`src/verilog/pif_pkg.sv`:
```
// pif_pkg: register map, bit positions, reset values and carrier types
// for the peripheral interrupt flag block.
// assumes a 32-bit classic wishbone register bus with byte addressing.
package pif_pkg;

   // ----------------------------------------------------------------
   // register byte offsets
   // ----------------------------------------------------------------
   localparam int ADR_W = 8;
   localparam logic [7:0] OFF_FLAGS_ONE = 8'h00;
   localparam logic [7:0] OFF_FLAGS_TWO = 8'h04;
   localparam logic [7:0] OFF_ENABLE_ONE = 8'h08;
   localparam logic [7:0] OFF_ENABLE_TWO = 8'h0c;
   localparam logic [7:0] OFF_IRQ_CTRL = 8'h10;
   localparam logic [7:0] OFF_POWER_CTRL = 8'h14;
   localparam logic [7:0] OFF_RX_DATA = 8'h18;
   localparam logic [7:0] OFF_TX_DATA = 8'h1c;

   // ----------------------------------------------------------------
   // bit positions
   // ----------------------------------------------------------------
   localparam int B_NV_WRITE_DONE = 7;
   localparam int B_CONVERTER_DONE = 6;
   localparam int B_SERIAL_RX_FULL = 5;
   localparam int B_SERIAL_TX_EMPTY = 4;
   localparam int B_SYNC_SERIAL_DONE = 3;
   localparam int B_CAPCOMP_ONE = 2;
   localparam int B_PERIOD_MATCH = 1;
   localparam int B_TIMER_ONE_OVF = 0;

   localparam int B_OSC_FAILURE = 7;
   localparam int B_COMPARATOR_TWO = 6;
   localparam int B_COMPARATOR_ONE = 5;
   localparam int B_DISPLAY_MODULE = 4;
   localparam int B_LOW_VOLTAGE = 2;
   localparam int B_CAPCOMP_TWO = 0;

   localparam int B_GLOBAL_EN = 0;
   localparam int B_GROUP_EN = 1;

   localparam int B_SW_BROWNOUT_EN = 4;
   localparam int B_POR_STATUS = 1;
   localparam int B_BOR_STATUS = 0;

   // ----------------------------------------------------------------
   // masks and reset values
   // ----------------------------------------------------------------
   localparam logic [7:0] F1_SW_MASK = 8'hcf;
   localparam logic [7:0] F2_IMPL_MASK = 8'hf5;
   localparam logic [7:0] F2_SMALL_MASK = 8'hf4;
   localparam logic [7:0] FLAGS_RST = 8'h00;
   localparam logic [7:0] ENABLE_RST = 8'h00;
   localparam logic [7:0] BYTE_ZERO = 8'h00;
   localparam logic [31:0] WORD_ZERO = 32'h0000_0000;

   // capture/compare unit mode
   localparam logic [1:0] CCP_CAPTURE = 2'h0;
   localparam logic [1:0] CCP_COMPARE = 2'h1;
   localparam logic [1:0] CCP_PWM = 2'h2;

   // ----------------------------------------------------------------
   // carrier types
   // ----------------------------------------------------------------
   typedef struct packed {
      logic cyc;
      logic stb;
      logic we;
      logic [ADR_W-1:0] adr;
      logic [3:0] sel;
      logic [31:0] dat;
   } pif_wb_req_type;

   typedef struct packed {
      logic nv_write_done;
      logic converter_done;
      logic rx_load;
      logic [7:0] rx_byte;
      logic tx_take;
      logic sync_serial_done;
      logic capcomp_one;
      logic [1:0] capcomp_one_mode;
      logic period_match;
      logic timer_one_overflow;
      logic osc_failure;
      logic comparator_two_output;
      logic comparator_one_output;
      logic display_module_irq;
      logic low_voltage_irq;
      logic capcomp_two;
      logic [1:0] capcomp_two_mode;
      logic brownout_reset;
   } pif_event_type;

   typedef struct packed {
      logic [7:0] flags_one;
      logic [7:0] flags_two;
      logic [7:0] enable_one;
      logic [7:0] enable_two;
      logic global_en;
      logic group_en;
      logic sw_brownout_enable;
      logic por_status;
      logic bor_status;
      logic [7:0] rx_buf;
      logic [7:0] tx_buf;
      logic tx_full;
      logic cmp_one_q;
      logic cmp_two_q;
      logic ack;
      logic [31:0] rdat;
      logic irq;
   } pif_state_type;

endpackage

```
`src/verilog/pif_top.sv`:
```
// pif_top: peripheral interrupt request flags, their enables, the
// serial data buffers that clear two flags, and the power control bits.
// assumes synchronous event inputs from the on-chip peripherals and a
// classic wishbone master on the register side.
//
// Operation
// - nv write done sets bit 7 of flags one; only a zero write clears it
// - converter done sets bit 6 of flags one; only a zero write clears it
// - rx full bit 5 is read-only, set while data held, cleared by rx read
// - tx empty bit 4 is read-only, set while buffer empty, cleared by tx write
// - sync serial done sets bit 3; software clears it
// - capture/compare one event sets bit 2 except in pwm mode; software clears
// - timer two period match sets bit 1; software clears it
// - timer one overflow sets bit 0; software clears it
// - flags set on events regardless of individual, group or global enables
// - oscillator failure sets bit 7 of flags two; software clears it
// - comparator two output change sets bit 6 of flags two; software clears
// - comparator one output change sets bit 5 of flags two; software clears
// - display module interrupt sets bit 4 of flags two
// - low voltage detector interrupt sets bit 2 of flags two
// - bits 3 and 1 of flags two always read zero
// - larger variants only: capture/compare two sets bit 0 except in pwm mode
// - power control holds power-on and brown-out reset status bits
// - power control holds a software brown-out enable
// - brown-out enable at bit 4, one enables, resets to one
//
// Decided for this implementation: register access over Wishbone and the register addresses.
`timescale 1ns/1ps
`default_nettype none

module pif_top #(
   parameter bit HAS_CAPCOMP_TWO = 1'b1
) (
   input wire logic clk_i,
   input wire logic rst_i,
   input wire pif_pkg::pif_wb_req_type wb_req_i,
   output logic wb_ack_o,
   output logic [31:0] wb_dat_o,
   input wire pif_pkg::pif_event_type evt_i,
   output logic [7:0] tx_byte_o,
   output logic tx_full_o,
   output logic brownout_enable_o,
   output logic periph_irq_o
);

   // ----------------------------------------------------------------
   // state
   // ----------------------------------------------------------------
   pif_pkg::pif_state_type s_r;
   pif_pkg::pif_state_type s_nxt;

   logic access;
   logic wr_en;
   logic rd_en;
   logic [7:0] wbyte;
   logic [7:0] f2_mask;
   logic [7:0] ev_one;
   logic [7:0] ev_two;

   assign f2_mask = HAS_CAPCOMP_TWO ? pif_pkg::F2_IMPL_MASK : pif_pkg::F2_SMALL_MASK;
   // one access per request; the cycle in which ack is high is idle by design
   assign access = wb_req_i.cyc & wb_req_i.stb & ~s_r.ack;
   // registers are 8 bits wide, so only byte lane 0 matters for writes
   assign wr_en = access & wb_req_i.we & wb_req_i.sel[0];
   assign rd_en = access & ~wb_req_i.we;
   assign wbyte = wb_req_i.dat[7:0];

   // ----------------------------------------------------------------
   // event collection
   // ----------------------------------------------------------------
   always_comb begin
      ev_one = pif_pkg::BYTE_ZERO;
      ev_one[pif_pkg::B_NV_WRITE_DONE] = evt_i.nv_write_done;
      ev_one[pif_pkg::B_CONVERTER_DONE] = evt_i.converter_done;
      ev_one[pif_pkg::B_SYNC_SERIAL_DONE] = evt_i.sync_serial_done;
      ev_one[pif_pkg::B_CAPCOMP_ONE] = evt_i.capcomp_one &
         (evt_i.capcomp_one_mode != pif_pkg::CCP_PWM);
      ev_one[pif_pkg::B_PERIOD_MATCH] = evt_i.period_match;
      ev_one[pif_pkg::B_TIMER_ONE_OVF] = evt_i.timer_one_overflow;
      ev_two = pif_pkg::BYTE_ZERO;
      ev_two[pif_pkg::B_OSC_FAILURE] = evt_i.osc_failure;
      // change is seen against the value held one cycle earlier
      ev_two[pif_pkg::B_COMPARATOR_TWO] = evt_i.comparator_two_output ^ s_r.cmp_two_q;
      ev_two[pif_pkg::B_COMPARATOR_ONE] = evt_i.comparator_one_output ^ s_r.cmp_one_q;
      ev_two[pif_pkg::B_DISPLAY_MODULE] = evt_i.display_module_irq;
      ev_two[pif_pkg::B_LOW_VOLTAGE] = evt_i.low_voltage_irq;
      ev_two[pif_pkg::B_CAPCOMP_TWO] = HAS_CAPCOMP_TWO & evt_i.capcomp_two &
         (evt_i.capcomp_two_mode != pif_pkg::CCP_PWM);
   end

   // ----------------------------------------------------------------
   // next state
   // ----------------------------------------------------------------
   always_comb begin
      s_nxt = s_r;
      s_nxt.ack = access;
      s_nxt.cmp_one_q = evt_i.comparator_one_output;
      s_nxt.cmp_two_q = evt_i.comparator_two_output;

      // software writes first, events afterwards so that a set wins
      if (wr_en && wb_req_i.adr == pif_pkg::OFF_FLAGS_ONE) begin
         s_nxt.flags_one = (s_r.flags_one & ~pif_pkg::F1_SW_MASK) |
            (wbyte & pif_pkg::F1_SW_MASK);
      end
      if (wr_en && wb_req_i.adr == pif_pkg::OFF_FLAGS_TWO) begin
         s_nxt.flags_two = wbyte & f2_mask;
      end
      // enables never gate flag setting, only the request output
      s_nxt.flags_one = s_nxt.flags_one | ev_one;
      s_nxt.flags_two = s_nxt.flags_two | ev_two;

      // receive buffer: a load in the same cycle as a read keeps the flag
      if (rd_en && wb_req_i.adr == pif_pkg::OFF_RX_DATA) begin
         s_nxt.flags_one[pif_pkg::B_SERIAL_RX_FULL] = 1'b0;
      end
      if (evt_i.rx_load) begin
         s_nxt.flags_one[pif_pkg::B_SERIAL_RX_FULL] = 1'b1;
         s_nxt.rx_buf = evt_i.rx_byte;
      end

      // transmit buffer: a take drains the old byte, a write then refills
      if (evt_i.tx_take) begin
         s_nxt.tx_full = 1'b0;
      end
      if (wr_en && wb_req_i.adr == pif_pkg::OFF_TX_DATA) begin
         s_nxt.tx_full = 1'b1;
         s_nxt.tx_buf = wbyte;
      end
      s_nxt.flags_one[pif_pkg::B_SERIAL_TX_EMPTY] = ~s_nxt.tx_full;

      if (wr_en && wb_req_i.adr == pif_pkg::OFF_ENABLE_ONE) begin
         s_nxt.enable_one = wbyte;
      end
      if (wr_en && wb_req_i.adr == pif_pkg::OFF_ENABLE_TWO) begin
         s_nxt.enable_two = wbyte & f2_mask;
      end
      if (wr_en && wb_req_i.adr == pif_pkg::OFF_IRQ_CTRL) begin
         s_nxt.global_en = wbyte[pif_pkg::B_GLOBAL_EN];
         s_nxt.group_en = wbyte[pif_pkg::B_GROUP_EN];
      end
      if (wr_en && wb_req_i.adr == pif_pkg::OFF_POWER_CTRL) begin
         s_nxt.sw_brownout_enable = wbyte[pif_pkg::B_SW_BROWNOUT_EN];
         s_nxt.por_status = wbyte[pif_pkg::B_POR_STATUS];
         s_nxt.bor_status = wbyte[pif_pkg::B_BOR_STATUS];
      end
      // a brown-out reset report beats a software write of the status bit
      if (evt_i.brownout_reset) begin
         s_nxt.bor_status = 1'b0;
      end

      // request output follows the flags already stored
      s_nxt.irq = s_r.global_en & s_r.group_en &
         (|(s_r.flags_one & s_r.enable_one) | |(s_r.flags_two & s_r.enable_two));

      // read data; unmapped offsets read as zero and ignore writes
      s_nxt.rdat = pif_pkg::WORD_ZERO;
      if (rd_en) begin
         unique case (wb_req_i.adr)
            pif_pkg::OFF_FLAGS_ONE: s_nxt.rdat[7:0] = s_r.flags_one;
            pif_pkg::OFF_FLAGS_TWO: s_nxt.rdat[7:0] = s_r.flags_two & f2_mask;
            pif_pkg::OFF_ENABLE_ONE: s_nxt.rdat[7:0] = s_r.enable_one;
            pif_pkg::OFF_ENABLE_TWO: s_nxt.rdat[7:0] = s_r.enable_two;
            pif_pkg::OFF_IRQ_CTRL: begin
               s_nxt.rdat[pif_pkg::B_GLOBAL_EN] = s_r.global_en;
               s_nxt.rdat[pif_pkg::B_GROUP_EN] = s_r.group_en;
            end
            pif_pkg::OFF_POWER_CTRL: begin
               s_nxt.rdat[pif_pkg::B_SW_BROWNOUT_EN] = s_r.sw_brownout_enable;
               s_nxt.rdat[pif_pkg::B_POR_STATUS] = s_r.por_status;
               s_nxt.rdat[pif_pkg::B_BOR_STATUS] = s_r.bor_status;
            end
            pif_pkg::OFF_RX_DATA: s_nxt.rdat[7:0] = s_r.rx_buf;
            pif_pkg::OFF_TX_DATA: s_nxt.rdat[7:0] = s_r.tx_buf;
            default: s_nxt.rdat = pif_pkg::WORD_ZERO;
         endcase
      end
   end

   // ----------------------------------------------------------------
   // registers
   // ----------------------------------------------------------------
   always_ff @(posedge clk_i) begin
      if (rst_i) begin
         s_r <= '0;
         s_r.flags_one <= pif_pkg::FLAGS_RST;
         s_r.flags_two <= pif_pkg::FLAGS_RST;
         s_r.enable_one <= pif_pkg::ENABLE_RST;
         s_r.enable_two <= pif_pkg::ENABLE_RST;
         s_r.sw_brownout_enable <= 1'b1;
         // power-on status reads zero until software sets it
         s_r.por_status <= 1'b0;
         s_r.bor_status <= 1'b0;
      end else begin
         s_r <= s_nxt;
      end
   end

   assign wb_ack_o = s_r.ack;
   assign wb_dat_o = s_r.rdat;
   assign tx_byte_o = s_r.tx_buf;
   assign tx_full_o = s_r.tx_full;
   assign brownout_enable_o = s_r.sw_brownout_enable;
   assign periph_irq_o = s_r.irq;

   logic wr_f1_clr7;
   assign wr_f1_clr7 = wr_en && wb_req_i.adr == pif_pkg::OFF_FLAGS_ONE &&
      !wbyte[pif_pkg::B_NV_WRITE_DONE];

   // ----------------------------------------------------------------
   // per-flag set and hold checks
   // ----------------------------------------------------------------
   // set checks ignore the enables on purpose: flags must never depend on
   // them; hold checks leave out only the write that is allowed to clear
   logic wr_f1;
   logic wr_f2;
   assign wr_f1 = wr_en && wb_req_i.adr == pif_pkg::OFF_FLAGS_ONE;
   assign wr_f2 = wr_en && wb_req_i.adr == pif_pkg::OFF_FLAGS_TWO;
endmodule

`default_nettype wire

```
`config.mk`:
```
export PLATFORM = sky130hd
export DESIGN_NAME = pif_top
export DESIGN_NICKNAME = d
export VERILOG_FILES = /design/src/verilog/pif_pkg.sv /design/src/verilog/pif_top.sv
export SDC_FILE = /design/constraint.sdc
export NUM_CORES = 1
export LEC_CHECK = 0
export ABC_AREA = 1
export BUFFER_PORTS_ARGS = -buffer_cell sky130_fd_sc_hd__clkbuf_2
export CAP_MARGIN = 25
export CORE_UTILIZATION = 25
export CTS_CLUSTER_SIZE = 14
export DETAILED_ROUTE_END_ITERATION = 10
export GPL_TIMING_DRIVEN = 0
export PLACE_DENSITY = 0.45
export REMOVE_ABC_BUFFERS = 1
export SYNTH_ARGS = -nofsm -noshare
export SYNTH_HDL_FRONTEND = slang
export SYNTH_SLANG_ARGS = --single-unit
```
`constraint.sdc`:
```
create_clock -name clk_i -period 1.8 [get_ports clk_i]
set_input_delay 0.18 -clock clk_i [delete_from_list [all_inputs] [get_ports clk_i]]
set_output_delay 0.18 -clock clk_i [all_outputs]
set_load 0.1 [all_outputs]
```
==> out/qor.yml <==
sta:
  slew_headroom: 0.511
  fmax_mhz: 642
  rsz0062_at_grt: "no"
  period_share: 0.866
  final.setup_skew_ps: 4.75
  setup_violations: 0
  setup_slack_ps: 241
  drv_slew: 0
  finalHoldViolCount: 0
  fin_setup_tns_ps: 0
  fin_crit_ps: 1560
  hold_ws_ps: 51.0
  tightestPinTransition_ps: 733
pwr:
  intPower_mw: 2.55
  p_leak_nw: 1.79
  max-vdd-ir-drop_uv: 505
  swShare: 0.287
  p_clk_frac: 0.468
  seqPwrFrac: 0.402
  p_comb_frac: 0.130
  powerDensity_mw_per_mm2: 920
  power.total_mw: 3.57
  power.switching_mw: 1.03
grt:
  grt_overflow_total: 0
  grt_pass1_vias: 2908
  grt_max_degree: 24
  antenna_found_initial: 0
  grt_use_total: 0.154
  grt_pass1_wl_um: 15200
cells_and_area:
  final_layout_size_suffix_gt1_frac: 0.213
  regArea_mm2: 0.00124
  num_antenna_cells: 0
  mostFrequentLayoutCell: "nand2_1"
  nFillCells: 1440
  final_cell_mix: "113 x nand2_1, 70 x nor2_1, 68 x clkbuf_2"
  area_delta_synth_final_pct: 19.4
  fin_util: 0.307
  multiInputGateArea_mm2: 0.00156
  nNetsFinal: 612
worst_setup_path:
  required_ps: 2050
  crit_buf_inv: 2
  path_common_cell: "inv_1"
  crit_path_cell_trace: "inv_1 -> nand3_2 -> or2_2 -> nor2_2 -> inv_1 -> a21oi_1"
  end_kind: "flop"
  cpPeakStageDelay_ps: 360
  cp-start-kind: "flop"
  crit_family: "simple AND/OR/NAND/NOR gates"
  critical_path_class: "reg -> reg"
  crit_slowest_cell: "or2_2"
  worst-path-max-fanout: 4
  arrival_ps: 1810
logic_synthesis:
  ys_types: 28
  ys_seq_area_frac: 0.381
  synth-seq-cells: 62
  syn_inst: 479
  synth_area_per_cell_um2: 6.79
  netlist_area_mm2: 0.00325
  yosysWarnings: 0
drt:
  viasPerCell: 4.22
  wl_um: 9580
  drtPass1Iterations: 4
  num_vias: 3010
  final_antenna_net_count: 0
  wl_per_cell_um: 13.4
  drt_iter0_drc: 197
  drc: 0
floorplan:
  io_pins: 120
  die_y_um: 116
  start_util: 0.257
  core_mm2: 0.0127
  rows: 41
  dieArea_mm2: 0.0135
  die_width_um: 116
clocking:
  htree_levels: 3
  clk_latency_ps: 340
  cts_buffer_depth: 2
  cts_tree: "built"
  numCtsBuffers: 9
  holdBufCountCts: 0
  cts.reportedPaths.clkPinSlew_ps: 50
  clock_sinks: 62
  clock-root-buffer: "clkbuf_16"
place:
  place.gp.congestion: 0.783
  dp_slack_ps: -74.6
  port_buffers: 68
  dp_hpwl_um: 6890
hold_path:
  min_path_type: "in -> reg"
job:
  cap_viol_max_count: 0
run_status:
  outcome: "completed"
[sequential cells by signal (all words and copies together) (netlist names)]
signal and cells:
tx_byte_o 8, tx_full_o 1, brownout_enable_o 1, s_r 42, wb_dat_o 8, wb_ack_o 1
periph_irq_o 1
[final cells by class]
type / instances / share of cell area
Timing Repair Buffer: 73 / 0.102
Inverter: 48 / 0.0464
Sequential cell: 62 / 0.319
Clock buffer: 13 / 0.0695
Tap cell: 172 / 0.0554
Clock inverter: 3 / 0.00451
Multi-Input combinational cell: 342 / 0.402
[layer usage]
layer	vias up	share of wire	track usage
met2	94	0.45	0.242
met3	12	0.067	0.0389
li1	1558	-	-
met4	0	0.018	0.0650
met5	-	0	0
met1	1346	0.47	0.199
[kinds of logic after synthesis]
group           share of synthesized area
simple gates                        0.332
buf+inv                             0.167
compound gates                      0.113
flops                               0.381
xor+xnor                          0.00538
other cells                       0.00115
[worst reg2reg max path, stage by stage (launching register included)]
cell and delay (ps):
dfxtp_1 310, inv_1 60, nand3_2 150, or2_2 360
nor2_2 230, inv_1 160, a21oi_1 210
[through the flow]
| stage | instance area, um2 | std cells |
|---|---|---|
| after floorplan | 2980 | 451 |
| after global placement | 3530 | 691 |
| after detailed placement | 3560 | 692 |
| after CTS | 3850 | 709 |
| after global routing | 3890 | 713 |
| final | 3890 | 713 |
[power by group through the flow]
| stage | clock network (mW) | logic, mW | registers, mW |
|---|---|---|---|
| floorplan | 0 | 0.330 | 1.47 |
| global placement | 0 | 0.448 | 1.47 |
| detailed placement | 0 | 0.458 | 1.47 |
| CTS | 1.71 | 0.464 | 1.44 |
| global route | 1.77 | 0.502 | 1.44 |
| finish | 1.67 | 0.465 | 1.44 |
[synthesized netlist by cell type, drive strengths merged]
| cell type | count | share of area |
|---|---|---|
| a21oi | 27 | 0.042 |
| buf | 47 | 0.11 |
| clkbuf | 4 | 0.0046 |
| clkinv | 3 | 0.0035 |
| conb | 1 | 0.0012 |
| dfxtp | 62 | 0.38 |
| inv | 45 | 0.052 |
| nand2 | 121 | 0.15 |
| nand3 | 32 | 0.054 |
| nand3b | 2 | 0.0046 |
| nand4 | 1 | 0.0019 |
| nor2 | 82 | 0.12 |
| nor3 | 1 | 0.0015 |
| nor4 | 1 | 0.0019 |
| o211ai | 1 | 0.0023 |
| o21ai | 45 | 0.069 |
| or2 | 2 | 0.0038 |
| xnor2 | 2 | 0.0054 |
[worst paths after layout]
path | startpoint | to | slack [ps] | cells past startpoint
worst max-delay path | wb_ack_o | wb_dat_o[7] | 240 | 6
worst min-delay path | evt_i[25] | s_r[88] | 50 | 3
worst max register to register | wb_ack_o | wb_dat_o[7] | 240 | 6
worst min register to register | s_r[67] | s_r[67] | 460 | 2
[what timing repair did]
| action | in CTS | in global routing |
|---|---|---|
| pin swaps | 1 | 1 |
| gates cloned | 1 | 0 |
| setup endpoints to repair | 19 | 24 |
| hold endpoints to repair | 0 | 0 |
| setup buffers | 0 | 4 |
| gates resized for setup | 0 | 1 |
No activity file was read; power rests on OpenSTA's default activity.
